File: config.mk
export PLATFORM = sky130hd
export DESIGN_NAME = qrs_ctrl_flat
export DESIGN_NICKNAME = d
export VERILOG_FILES = /design/src/include/qrs_pkg.sv /design/src/include/qrs_if.sv /design/src/design/qrs_ctrl.sv /design/src/flat_wrapper.sv
export SDC_FILE = /design/constraint.sdc
export NUM_CORES = 1
export LEC_CHECK = 0
export BUFFER_PORTS_ARGS = -buffer_cell sky130_fd_sc_hd__buf_4
export CAP_MARGIN = 20
export CELL_PAD_IN_SITES_DETAIL_PLACEMENT = 1
export CELL_PAD_IN_SITES_GLOBAL_PLACEMENT = 1
export CORE_ASPECT_RATIO = 0.5
export CORE_UTILIZATION = 39
export CTS_CLUSTER_DIAMETER = 150
export DETAILED_ROUTE_END_ITERATION = 8
export HOLD_SLACK_MARGIN = 0.12
export MAX_ROUTING_LAYER = met4
export PLACE_DENSITY = 0.73
export SLEW_MARGIN = 20
export SYNTH_ARGS = -nofsm -noshare
export SYNTH_HDL_FRONTEND = slang
export SYNTH_HIERARCHICAL = 1
export SYNTH_SLANG_ARGS = --single-unit
File: constraint.sdc
create_clock -name MCLK_I -period 3.3 [get_ports MCLK_I]
set_input_delay 0.33 -clock MCLK_I [delete_from_list [all_inputs] [get_ports MCLK_I]]
set_output_delay 0.33 -clock MCLK_I [all_outputs]
set_load 0.02 [all_outputs]
File: src/include/qrs_pkg.sv
// Shared constants for the burst SRAM port and its controller
package qrs_pkg;
	localparam int QRS_DATA_W = 18;
	localparam int QRS_ADDR_W = 20;
	localparam int QRS_LANE_W = 9;
	localparam int QRS_MEM_AW = 6;
	localparam int QRS_FIFO_DEPTH = 4;
	localparam int QRS_BEAT_W = 2;
	localparam logic [2:0] QRS_BURST_LEN = 3'h4;
	localparam logic [2:0] QRS_CNT_RST = 3'h0;
	localparam logic [1:0] QRS_BEAT_RST = 2'h0;
	localparam logic QRS_PHASE_RST = 1'b0;
	localparam logic QRS_SEL_N_RST = 1'b1;
	typedef enum logic [1:0] {
		QRS_IDLE = 2'b00,
		QRS_WRITE = 2'b01,
		QRS_READ = 2'b10
	} qrs_state_t;
endpackage

File: src/include/qrs_if.sv
// Pin-level link between the memory controller and the burst SRAM port
`timescale 1ns/10ps
interface qrs_if #(
	parameter int DW = 18,
	parameter int AW = 20
);
	localparam int NB = DW / 9;
	logic k;
	logic write_port_select_n;
	logic read_port_select_n;
	logic [AW-1:0] addr;
	logic [NB-1:0] byte_write_select_n;
	logic [DW-1:0] d;
	logic [DW-1:0] q;
	logic q_oe;
	modport ctl (
		output k,
		output write_port_select_n,
		output read_port_select_n,
		output addr,
		output byte_write_select_n,
		output d,
		input q,
		input q_oe
	);
	modport dev (
		input k,
		input write_port_select_n,
		input read_port_select_n,
		input addr,
		input byte_write_select_n,
		input d,
		output q,
		output q_oe
	);
endinterface

File: src/design/qrs_ctrl.sv
// Memory controller end of the burst SRAM link, with its read-return FIFO
// Function
// - Write select low on true edge starts write; a read select on the same edge wins
// - Byte selects sampled on every beat edge
// - Deselected byte lane keeps its stored value
// - Select n governs nine-bit lane n
// - Byte selects qualify the same beat's data
// - Shared address sampled on true edge only
// - Address ignored unless a port is selected
// - Four arrays, address width per variant
// - Read data driven on every beat edge
// - Outputs released when read port idles
// - Read select starts four-beat burst, completes
// - Write data sampled on each beat edge
`timescale 1ns/10ps
module qrs_fifo #(
	parameter int WIDTH = 18,
	parameter int DEPTH = 4
)(
	input wire logic clk_i,
	input wire logic rst_i,
	input wire logic ce_i,
	input wire logic in_valid_i,
	output logic in_ready_o,
	input wire logic [WIDTH-1:0] in_data_i,
	output logic out_valid_o,
	input wire logic out_ready_i,
	output logic [WIDTH-1:0] out_data_o,
	output logic empty_o
);
	localparam int PW = $clog2(DEPTH);

	initial
	begin
		if (DEPTH < 2 || (1 << PW) != DEPTH)
			$error("qrs_fifo: depth must be a power of two");
	end

	logic [WIDTH-1:0] mem_r [0:DEPTH-1];
	logic [PW-1:0] wp_r;
	logic [PW-1:0] rp_r;
	logic [PW:0] cnt_r;

	// Handshake decode
	wire full = (cnt_r == (PW+1)'(DEPTH));
	wire empty = (cnt_r == '0);
	wire push = in_valid_i & ~full;
	wire pop = out_ready_i & ~empty;

	// Storage write
	always_ff @(posedge clk_i)
	begin
		if (ce_i && push)
			mem_r[wp_r] <= in_data_i;
	end

	// Pointers and fill count
	always_ff @(posedge clk_i or posedge rst_i)
	begin
		if (rst_i)
		begin
			wp_r <= '0;
			rp_r <= '0;
			cnt_r <= '0;
		end
		else if (ce_i)
		begin
			wp_r <= push ? wp_r + 1'b1 : wp_r;
			rp_r <= pop ? rp_r + 1'b1 : rp_r;
			cnt_r <= cnt_r + (PW+1)'(push) - (PW+1)'(pop);
		end
	end

	assign in_ready_o = ~full;
	assign out_valid_o = ~empty;
	assign out_data_o = mem_r[rp_r];
	assign empty_o = empty;
endmodule

module qrs_ctrl
	import qrs_pkg::*;
#(
	parameter int DW = QRS_DATA_W,
	parameter int AW = QRS_ADDR_W,
	parameter int FIFO_DEPTH = QRS_FIFO_DEPTH
)(
	input wire logic MCLK_I,
	input wire logic RST_I,
	input wire logic CE_I,
	qrs_if.ctl PORT,
	input wire logic CMD_VALID_I,
	input wire logic CMD_WRITE_I,
	input wire logic [AW-1:0] CMD_ADDR_I,
	input wire logic [4*DW-1:0] WR_DATA_I,
	input wire logic [4*(DW/9)-1:0] WR_BWS_N_I,
	output logic CMD_READY_O,
	output logic RD_VALID_O,
	input wire logic RD_READY_I,
	output logic [DW-1:0] RD_DATA_O
);
	localparam int NB = DW / QRS_LANE_W;

	initial
	begin
		if (FIFO_DEPTH < 4)
			$error("qrs_ctrl: return FIFO must hold a whole burst");
	end

	qrs_state_t st_r;
	qrs_state_t st_nxt;
	logic k_r;
	logic cmd_ready_r;
	logic wps_n_r;
	logic rps_n_r;
	logic [AW-1:0] addr_r;
	logic [4*DW-1:0] wd_r;
	logic [4*NB-1:0] wb_r;
	logic [2:0] cnt_r;
	logic [2:0] cnt_nxt;
	logic fifo_in_ready;
	logic fifo_empty;

	// Command take; only offered one cycle before a true edge
	wire accept = CMD_VALID_I & cmd_ready_r;
	wire take_wr = accept & CMD_WRITE_I;
	wire take_rd = accept & ~CMD_WRITE_I;
	wire push = PORT.q_oe & fifo_in_ready;
	wire wr_last = (st_r == QRS_WRITE) && (cnt_r == 3'h3);
	wire rd_last = (st_r == QRS_READ) && push && (cnt_r == 3'h3);

	// Next state and beat count
	assign st_nxt = take_wr ? QRS_WRITE : (take_rd ? QRS_READ : ((wr_last || rd_last) ? QRS_IDLE : st_r));
	assign cnt_nxt = accept ? QRS_CNT_RST : ((st_r == QRS_WRITE || push) ? cnt_r + 3'h1 : cnt_r);

	// Ready only with an empty FIFO, so a whole burst always fits
	wire ready_nxt = (st_nxt == QRS_IDLE) & k_r & fifo_empty;

	// Clock phase and sequencing
	always_ff @(posedge MCLK_I or posedge RST_I)
	begin
		if (RST_I)
		begin
			st_r <= QRS_IDLE;
			k_r <= QRS_PHASE_RST;
			cmd_ready_r <= 1'b0;
			cnt_r <= QRS_CNT_RST;
		end
		else if (CE_I)
		begin
			st_r <= st_nxt;
			k_r <= ~k_r;
			cmd_ready_r <= ready_nxt;
			cnt_r <= cnt_nxt;
		end
	end

	// Pin drive; beat 0 goes out with the select, one beat per edge after
	always_ff @(posedge MCLK_I or posedge RST_I)
	begin
		if (RST_I)
		begin
			wps_n_r <= QRS_SEL_N_RST;
			rps_n_r <= QRS_SEL_N_RST;
			addr_r <= '0;
			wd_r <= '0;
			wb_r <= '1;
		end
		else if (CE_I)
		begin
			wps_n_r <= ~take_wr;
			rps_n_r <= ~take_rd;
			addr_r <= accept ? CMD_ADDR_I : addr_r;
			wd_r <= take_wr ? WR_DATA_I : {{DW{1'b0}}, wd_r[4*DW-1:DW]};
			wb_r <= take_wr ? WR_BWS_N_I : {{NB{1'b1}}, wb_r[4*NB-1:NB]};
		end
	end

	qrs_fifo #(
		.WIDTH(DW),
		.DEPTH(FIFO_DEPTH)
	) u_fifo (
		.clk_i(MCLK_I),
		.rst_i(RST_I),
		.ce_i(CE_I),
		.in_valid_i(PORT.q_oe),
		.in_ready_o(fifo_in_ready),
		.in_data_i(PORT.q),
		.out_valid_o(RD_VALID_O),
		.out_ready_i(RD_READY_I),
		.out_data_o(RD_DATA_O),
		.empty_o(fifo_empty)
	);

	assign PORT.k = k_r;
	assign PORT.write_port_select_n = wps_n_r;
	assign PORT.read_port_select_n = rps_n_r;
	assign PORT.addr = addr_r;
	assign PORT.d = wd_r[DW-1:0];
	assign PORT.byte_write_select_n = wb_r[NB-1:0];
	assign CMD_READY_O = cmd_ready_r;
endmodule

File: src/flat_wrapper.sv
// flat-port wrapper written by rule: the top's interface ports become plain ports
module qrs_ctrl_flat import qrs_pkg::*;
#(
	parameter int DW = QRS_DATA_W,
	parameter int AW = QRS_ADDR_W,
	parameter int FIFO_DEPTH = QRS_FIFO_DEPTH
)
  (MCLK_I, RST_I, CE_I, CMD_VALID_I, CMD_WRITE_I, CMD_ADDR_I, WR_DATA_I, WR_BWS_N_I, CMD_READY_O, RD_VALID_O, RD_READY_I, RD_DATA_O, PORT_k, PORT_write_port_select_n, PORT_read_port_select_n, PORT_addr, PORT_byte_write_select_n, PORT_d, PORT_q, PORT_q_oe);
  qrs_if #(.DW(DW), .AW(AW)) PORT_i ();
  input wire logic MCLK_I;
  input wire logic RST_I;
  input wire logic CE_I;
  input wire logic CMD_VALID_I;
  input wire logic CMD_WRITE_I;
  input wire logic [AW-1:0] CMD_ADDR_I;
  input wire logic [4*DW-1:0] WR_DATA_I;
  input wire logic [4*(DW/9)-1:0] WR_BWS_N_I;
  output logic CMD_READY_O;
  output logic RD_VALID_O;
  input wire logic RD_READY_I;
  output logic [DW-1:0] RD_DATA_O;
  output wire logic [$bits(PORT_i.k)-1:0] PORT_k;
  output wire logic [$bits(PORT_i.write_port_select_n)-1:0] PORT_write_port_select_n;
  output wire logic [$bits(PORT_i.read_port_select_n)-1:0] PORT_read_port_select_n;
  output wire logic [$bits(PORT_i.addr)-1:0] PORT_addr;
  output wire logic [$bits(PORT_i.byte_write_select_n)-1:0] PORT_byte_write_select_n;
  output wire logic [$bits(PORT_i.d)-1:0] PORT_d;
  input wire logic [$bits(PORT_i.q)-1:0] PORT_q;
  input wire logic [$bits(PORT_i.q_oe)-1:0] PORT_q_oe;
  assign PORT_k = PORT_i.k;
  assign PORT_write_port_select_n = PORT_i.write_port_select_n;
  assign PORT_read_port_select_n = PORT_i.read_port_select_n;
  assign PORT_addr = PORT_i.addr;
  assign PORT_byte_write_select_n = PORT_i.byte_write_select_n;
  assign PORT_d = PORT_i.d;
  assign PORT_i.q = PORT_q;
  assign PORT_i.q_oe = PORT_q_oe;
  qrs_ctrl #(.DW(DW), .AW(AW), .FIFO_DEPTH(FIFO_DEPTH)) u_core (.MCLK_I(MCLK_I), .RST_I(RST_I), .CE_I(CE_I), .PORT(PORT_i), .CMD_VALID_I(CMD_VALID_I), .CMD_WRITE_I(CMD_WRITE_I), .CMD_ADDR_I(CMD_ADDR_I), .WR_DATA_I(WR_DATA_I), .WR_BWS_N_I(WR_BWS_N_I), .CMD_READY_O(CMD_READY_O), .RD_VALID_O(RD_VALID_O), .RD_READY_I(RD_READY_I), .RD_DATA_O(RD_DATA_O));
endmodule
==> run metrics <==
setup TNS=0 ps; H-tree levels=4; clock skew=approximately 8.2 ps; antenna violations before repair=0; max cap viols=0; ANT nets after route=0; kind of cell adding the most delay to the critical path=adder cells; Synth Flop Type=dfrtp_1; endpoints failing setup=0; Final Hold Viols=0; part of the power in combinational logic=between 20 and 30%; Final Slew Violations=0; max frequency=406.3 MHz; Yosys cell types=40; # nets final=899; grt total ovfl=0; Hold Crit Class=in2reg; vias per cell=between 4 and 5; area leader, netlist=dfrtp_1; worst path required time=about 3600 ps; Iteration-0 DRC Markers=204; Seq pwr share=around 42%; largest cells by area after synthesis=dfrtp_1 33%, edfxtp_1 27%, mux2i_1 7.7%; most frequent cell after synthesis=dfrtp_1; met1 usage=a little under a quarter; Die Span Y=approximately 100 um; die width=just over 200 um; Overall Global Routing Usage=between 10% and 20%; Avg Inst Size Synth=about 14 um2; Die Area=between 0.02 and 0.025 mm2; CP max FO=5; GPL Wtd Cong=approximately 0.74; Buffers on Ports=about 190; GRT met3 Usage=under 10%; number of synthesized flops with an enable pin=between 70 and 80; minimum clock period=~2500 ps; Mapped Nets=a little under 700; Final Instance Area=approximately 0.010 mm2; Synth Register Bits=188; Post-synth ARST share=61.70%; Net Sw Frac=about 30%; Storage cell area=0.005077 mm2; Synth Warn #=6; Clock Latency Late Sink=between 400 and 500 ps; Starting Density=approximately two fifths; met2 usage=32.21%; WP buf/inv=1; FF-to-FF setup slack=~840 ps; final cell count without fillers=between 1000 and 1500; P_leak=about 4.8 nW; gr busiest metal=met2; clock root buffer=clkbuf_16; RSZ-0062 raised after global routing=no; Area after DPL=approximately 0.0093 mm2; Slew @ Worst Pin=977.2 ps; vias in the first global route=between 5000 and 6000; area grow syn2layout=32.17%; total power=between 7 and 8 mW; # fillers=between 1500 and 2000; CP Cell Sequence=or3_1 -> and2_1 -> ha_1 -> inv_1 -> ha_1 -> fa_1 -> xnor2_1 -> nand2_1 -> xnor2_1; core area=around 0.02 mm2; TritonCTS clock tree=built; dpl hpwl=between 10000 and 15000 um; largest net degree at the start of global routing=100; Worst Setup End Kind=flop; drt first pass iters=4; first-pass GRT wire length=just under 30000 um; critical path class=reg2reg; Reg clk slew, reported paths=roughly 70 ps; Slew HR=a little over a third; TritonCTS Sinks=about 190; Cells after DPL=955; DRT Wirelength=between 15000 and 20000 um; WL per Instance=approximately 18 um; sequential area share after synthesis=between 60% and 70%; Final Cycle Share=around three quarters; DRC=0; PwrDens=roughly 700 mW/mm2; switching power=2.199 mW; I/O pin count=188; Max IR drop VDD=between 0.3 and 0.4 mV; worst hold slack=approximately 140 ps; mapped cell area=between 0.007 and 0.008 mm2; Multi-input gate area=around 0.0024 mm2; cell count after synthesis=about 550; diode count=0; status=finished clean; clock share of power=~28%; Int Pwr=between 5 and 6 mW; Critical Path AT=between 2000 and 3000 ps; Max clock buf depth=2; number of CTS-inserted buffers=17; area share of the largest cell type after synthesis=between 30% and 40%; Slowest Stage Delay on Critical Path=between 400 and 500 ps; DR vias=roughly 5000; # rows=36; CP Launch Type=flop; most instantiated cells after synthesis=106 x dfrtp_1, 72 x edfxtp_1, 63 x a21oi_1; Crit-path slowest cell=or3_1; share of cells above drive strength 1=a little over a third
==> final cells by class <==
cell class,count,share of cell area [%]
Inverter,12,0.4539
Tap cell,266,3.177
Clock inverter,13,1.409
Timing Repair Buffer,248,19.25
Sequential cell,188,48.47
Multi-Input combinational cell,298,23.01
Clock buffer,19,4.228
==> per-layer routing <==
layer / up-vias / part of all wire (%)
met4: 0 / 1.5
met2: 98 / 51
met5: - / 0
met3: 18 / 2.9
li1: 2400 / -
met1: 2468 / 45
==> kinds of logic (layout without fill, tap and decap cells) <==
kind of cell             after synthesis  count (layout)  share of synthesized area, %
XOR/XNOR                               6               6                        0.6631
AO/OA/AOI/OAI                         95              95                         7.262
buffers and inverters                 66             292                         5.526
AND/OR/NAND/NOR                       87              87                         4.973
flip-flops                           188             188                         64.07
adder cells (fa/ha/maj)                9               9                         1.516
multiplexers                         101             101                         15.99
==> placed cells by master, fill, tap and decap left out, drive strengths merged, types with 18 or more instances in the layout <==
cell type and instances:
edfxtp 72, clkbuf 19, nor2 63, mux2 22, mux4 18, mux2i 61
dlygate4sd3 57, buf 191, a22o 18, dfrtp 106, a21oi 63
==> power groups by stage <==
stage                     registers [mW]  logic, mW  clock network [mW]
after floorplan                     3.19       1.29                   0
after global placement              3.13       2.06                   0
after detailed placement            3.15       2.12                   0
after CTS                           3.11       2.18                2.13
after global routing                3.15       2.33                2.21
final                               3.10       2.15                2.07
==> registers in the layout, indices dropped and copies added, names as in the netlist, 2 cells and up <==
name,count
u_core/PORT.addr,20
u_core/cnt_r,3
u_core/st_r,2
u_core/u_fifo/cnt_r,3
u_core/u_fifo/mem_r,72
u_core/u_fifo/rp_r,2
u_core/u_fifo/wp_r,2
u_core/wb_r,8
u_core/wd_r,72
==> metrics by stage <==
stage,setup slack [ps],utilization (%)
final,838.7,53.22
after global routing,662.4,53.22
after CTS,810.7,53.22
after detailed placement,782.5,47.32
after global placement,848.8,47.32
after floorplan,112.6,-
==> timing repair <==
| action | CTS | global route |
|---|---|---|
| hold buffers | 57 | 0 |
| buffers inserted | 0 | 0 |
| hold endpoints to repair | 161 | 0 |
| resized for setup | 0 | 0 |
==> final timing paths <==
check | from | end | depth (start not counted)
hold reg to reg | u_core/cnt_r[0]$_DFFE_PP0P_ | u_core/cnt_r[0]$_DFFE_PP0P_ | 1
hold / removal | WR_DATA_I[57] | u_core/wd_r[57]$_DFFE_PP0P_ | 2
max in group asynchronous | RST_I | u_core/PORT.write_port_select_n$_DFFE_PP1P_ | 4
setup / recovery | u_core/u_fifo/cnt_r[0]$_DFFE_PP0P_ | u_core/u_fifo/cnt_r[2]$_DFFE_PP0P_ | 9
min in group asynchronous | RST_I | u_core/u_fifo/rp_r[0]$_DFFE_PP0P_ | 3
setup reg to reg | u_core/u_fifo/cnt_r[0]$_DFFE_PP0P_ | u_core/u_fifo/cnt_r[2]$_DFFE_PP0P_ | 9
Note: power is estimated with default switching activity, not from simulation.
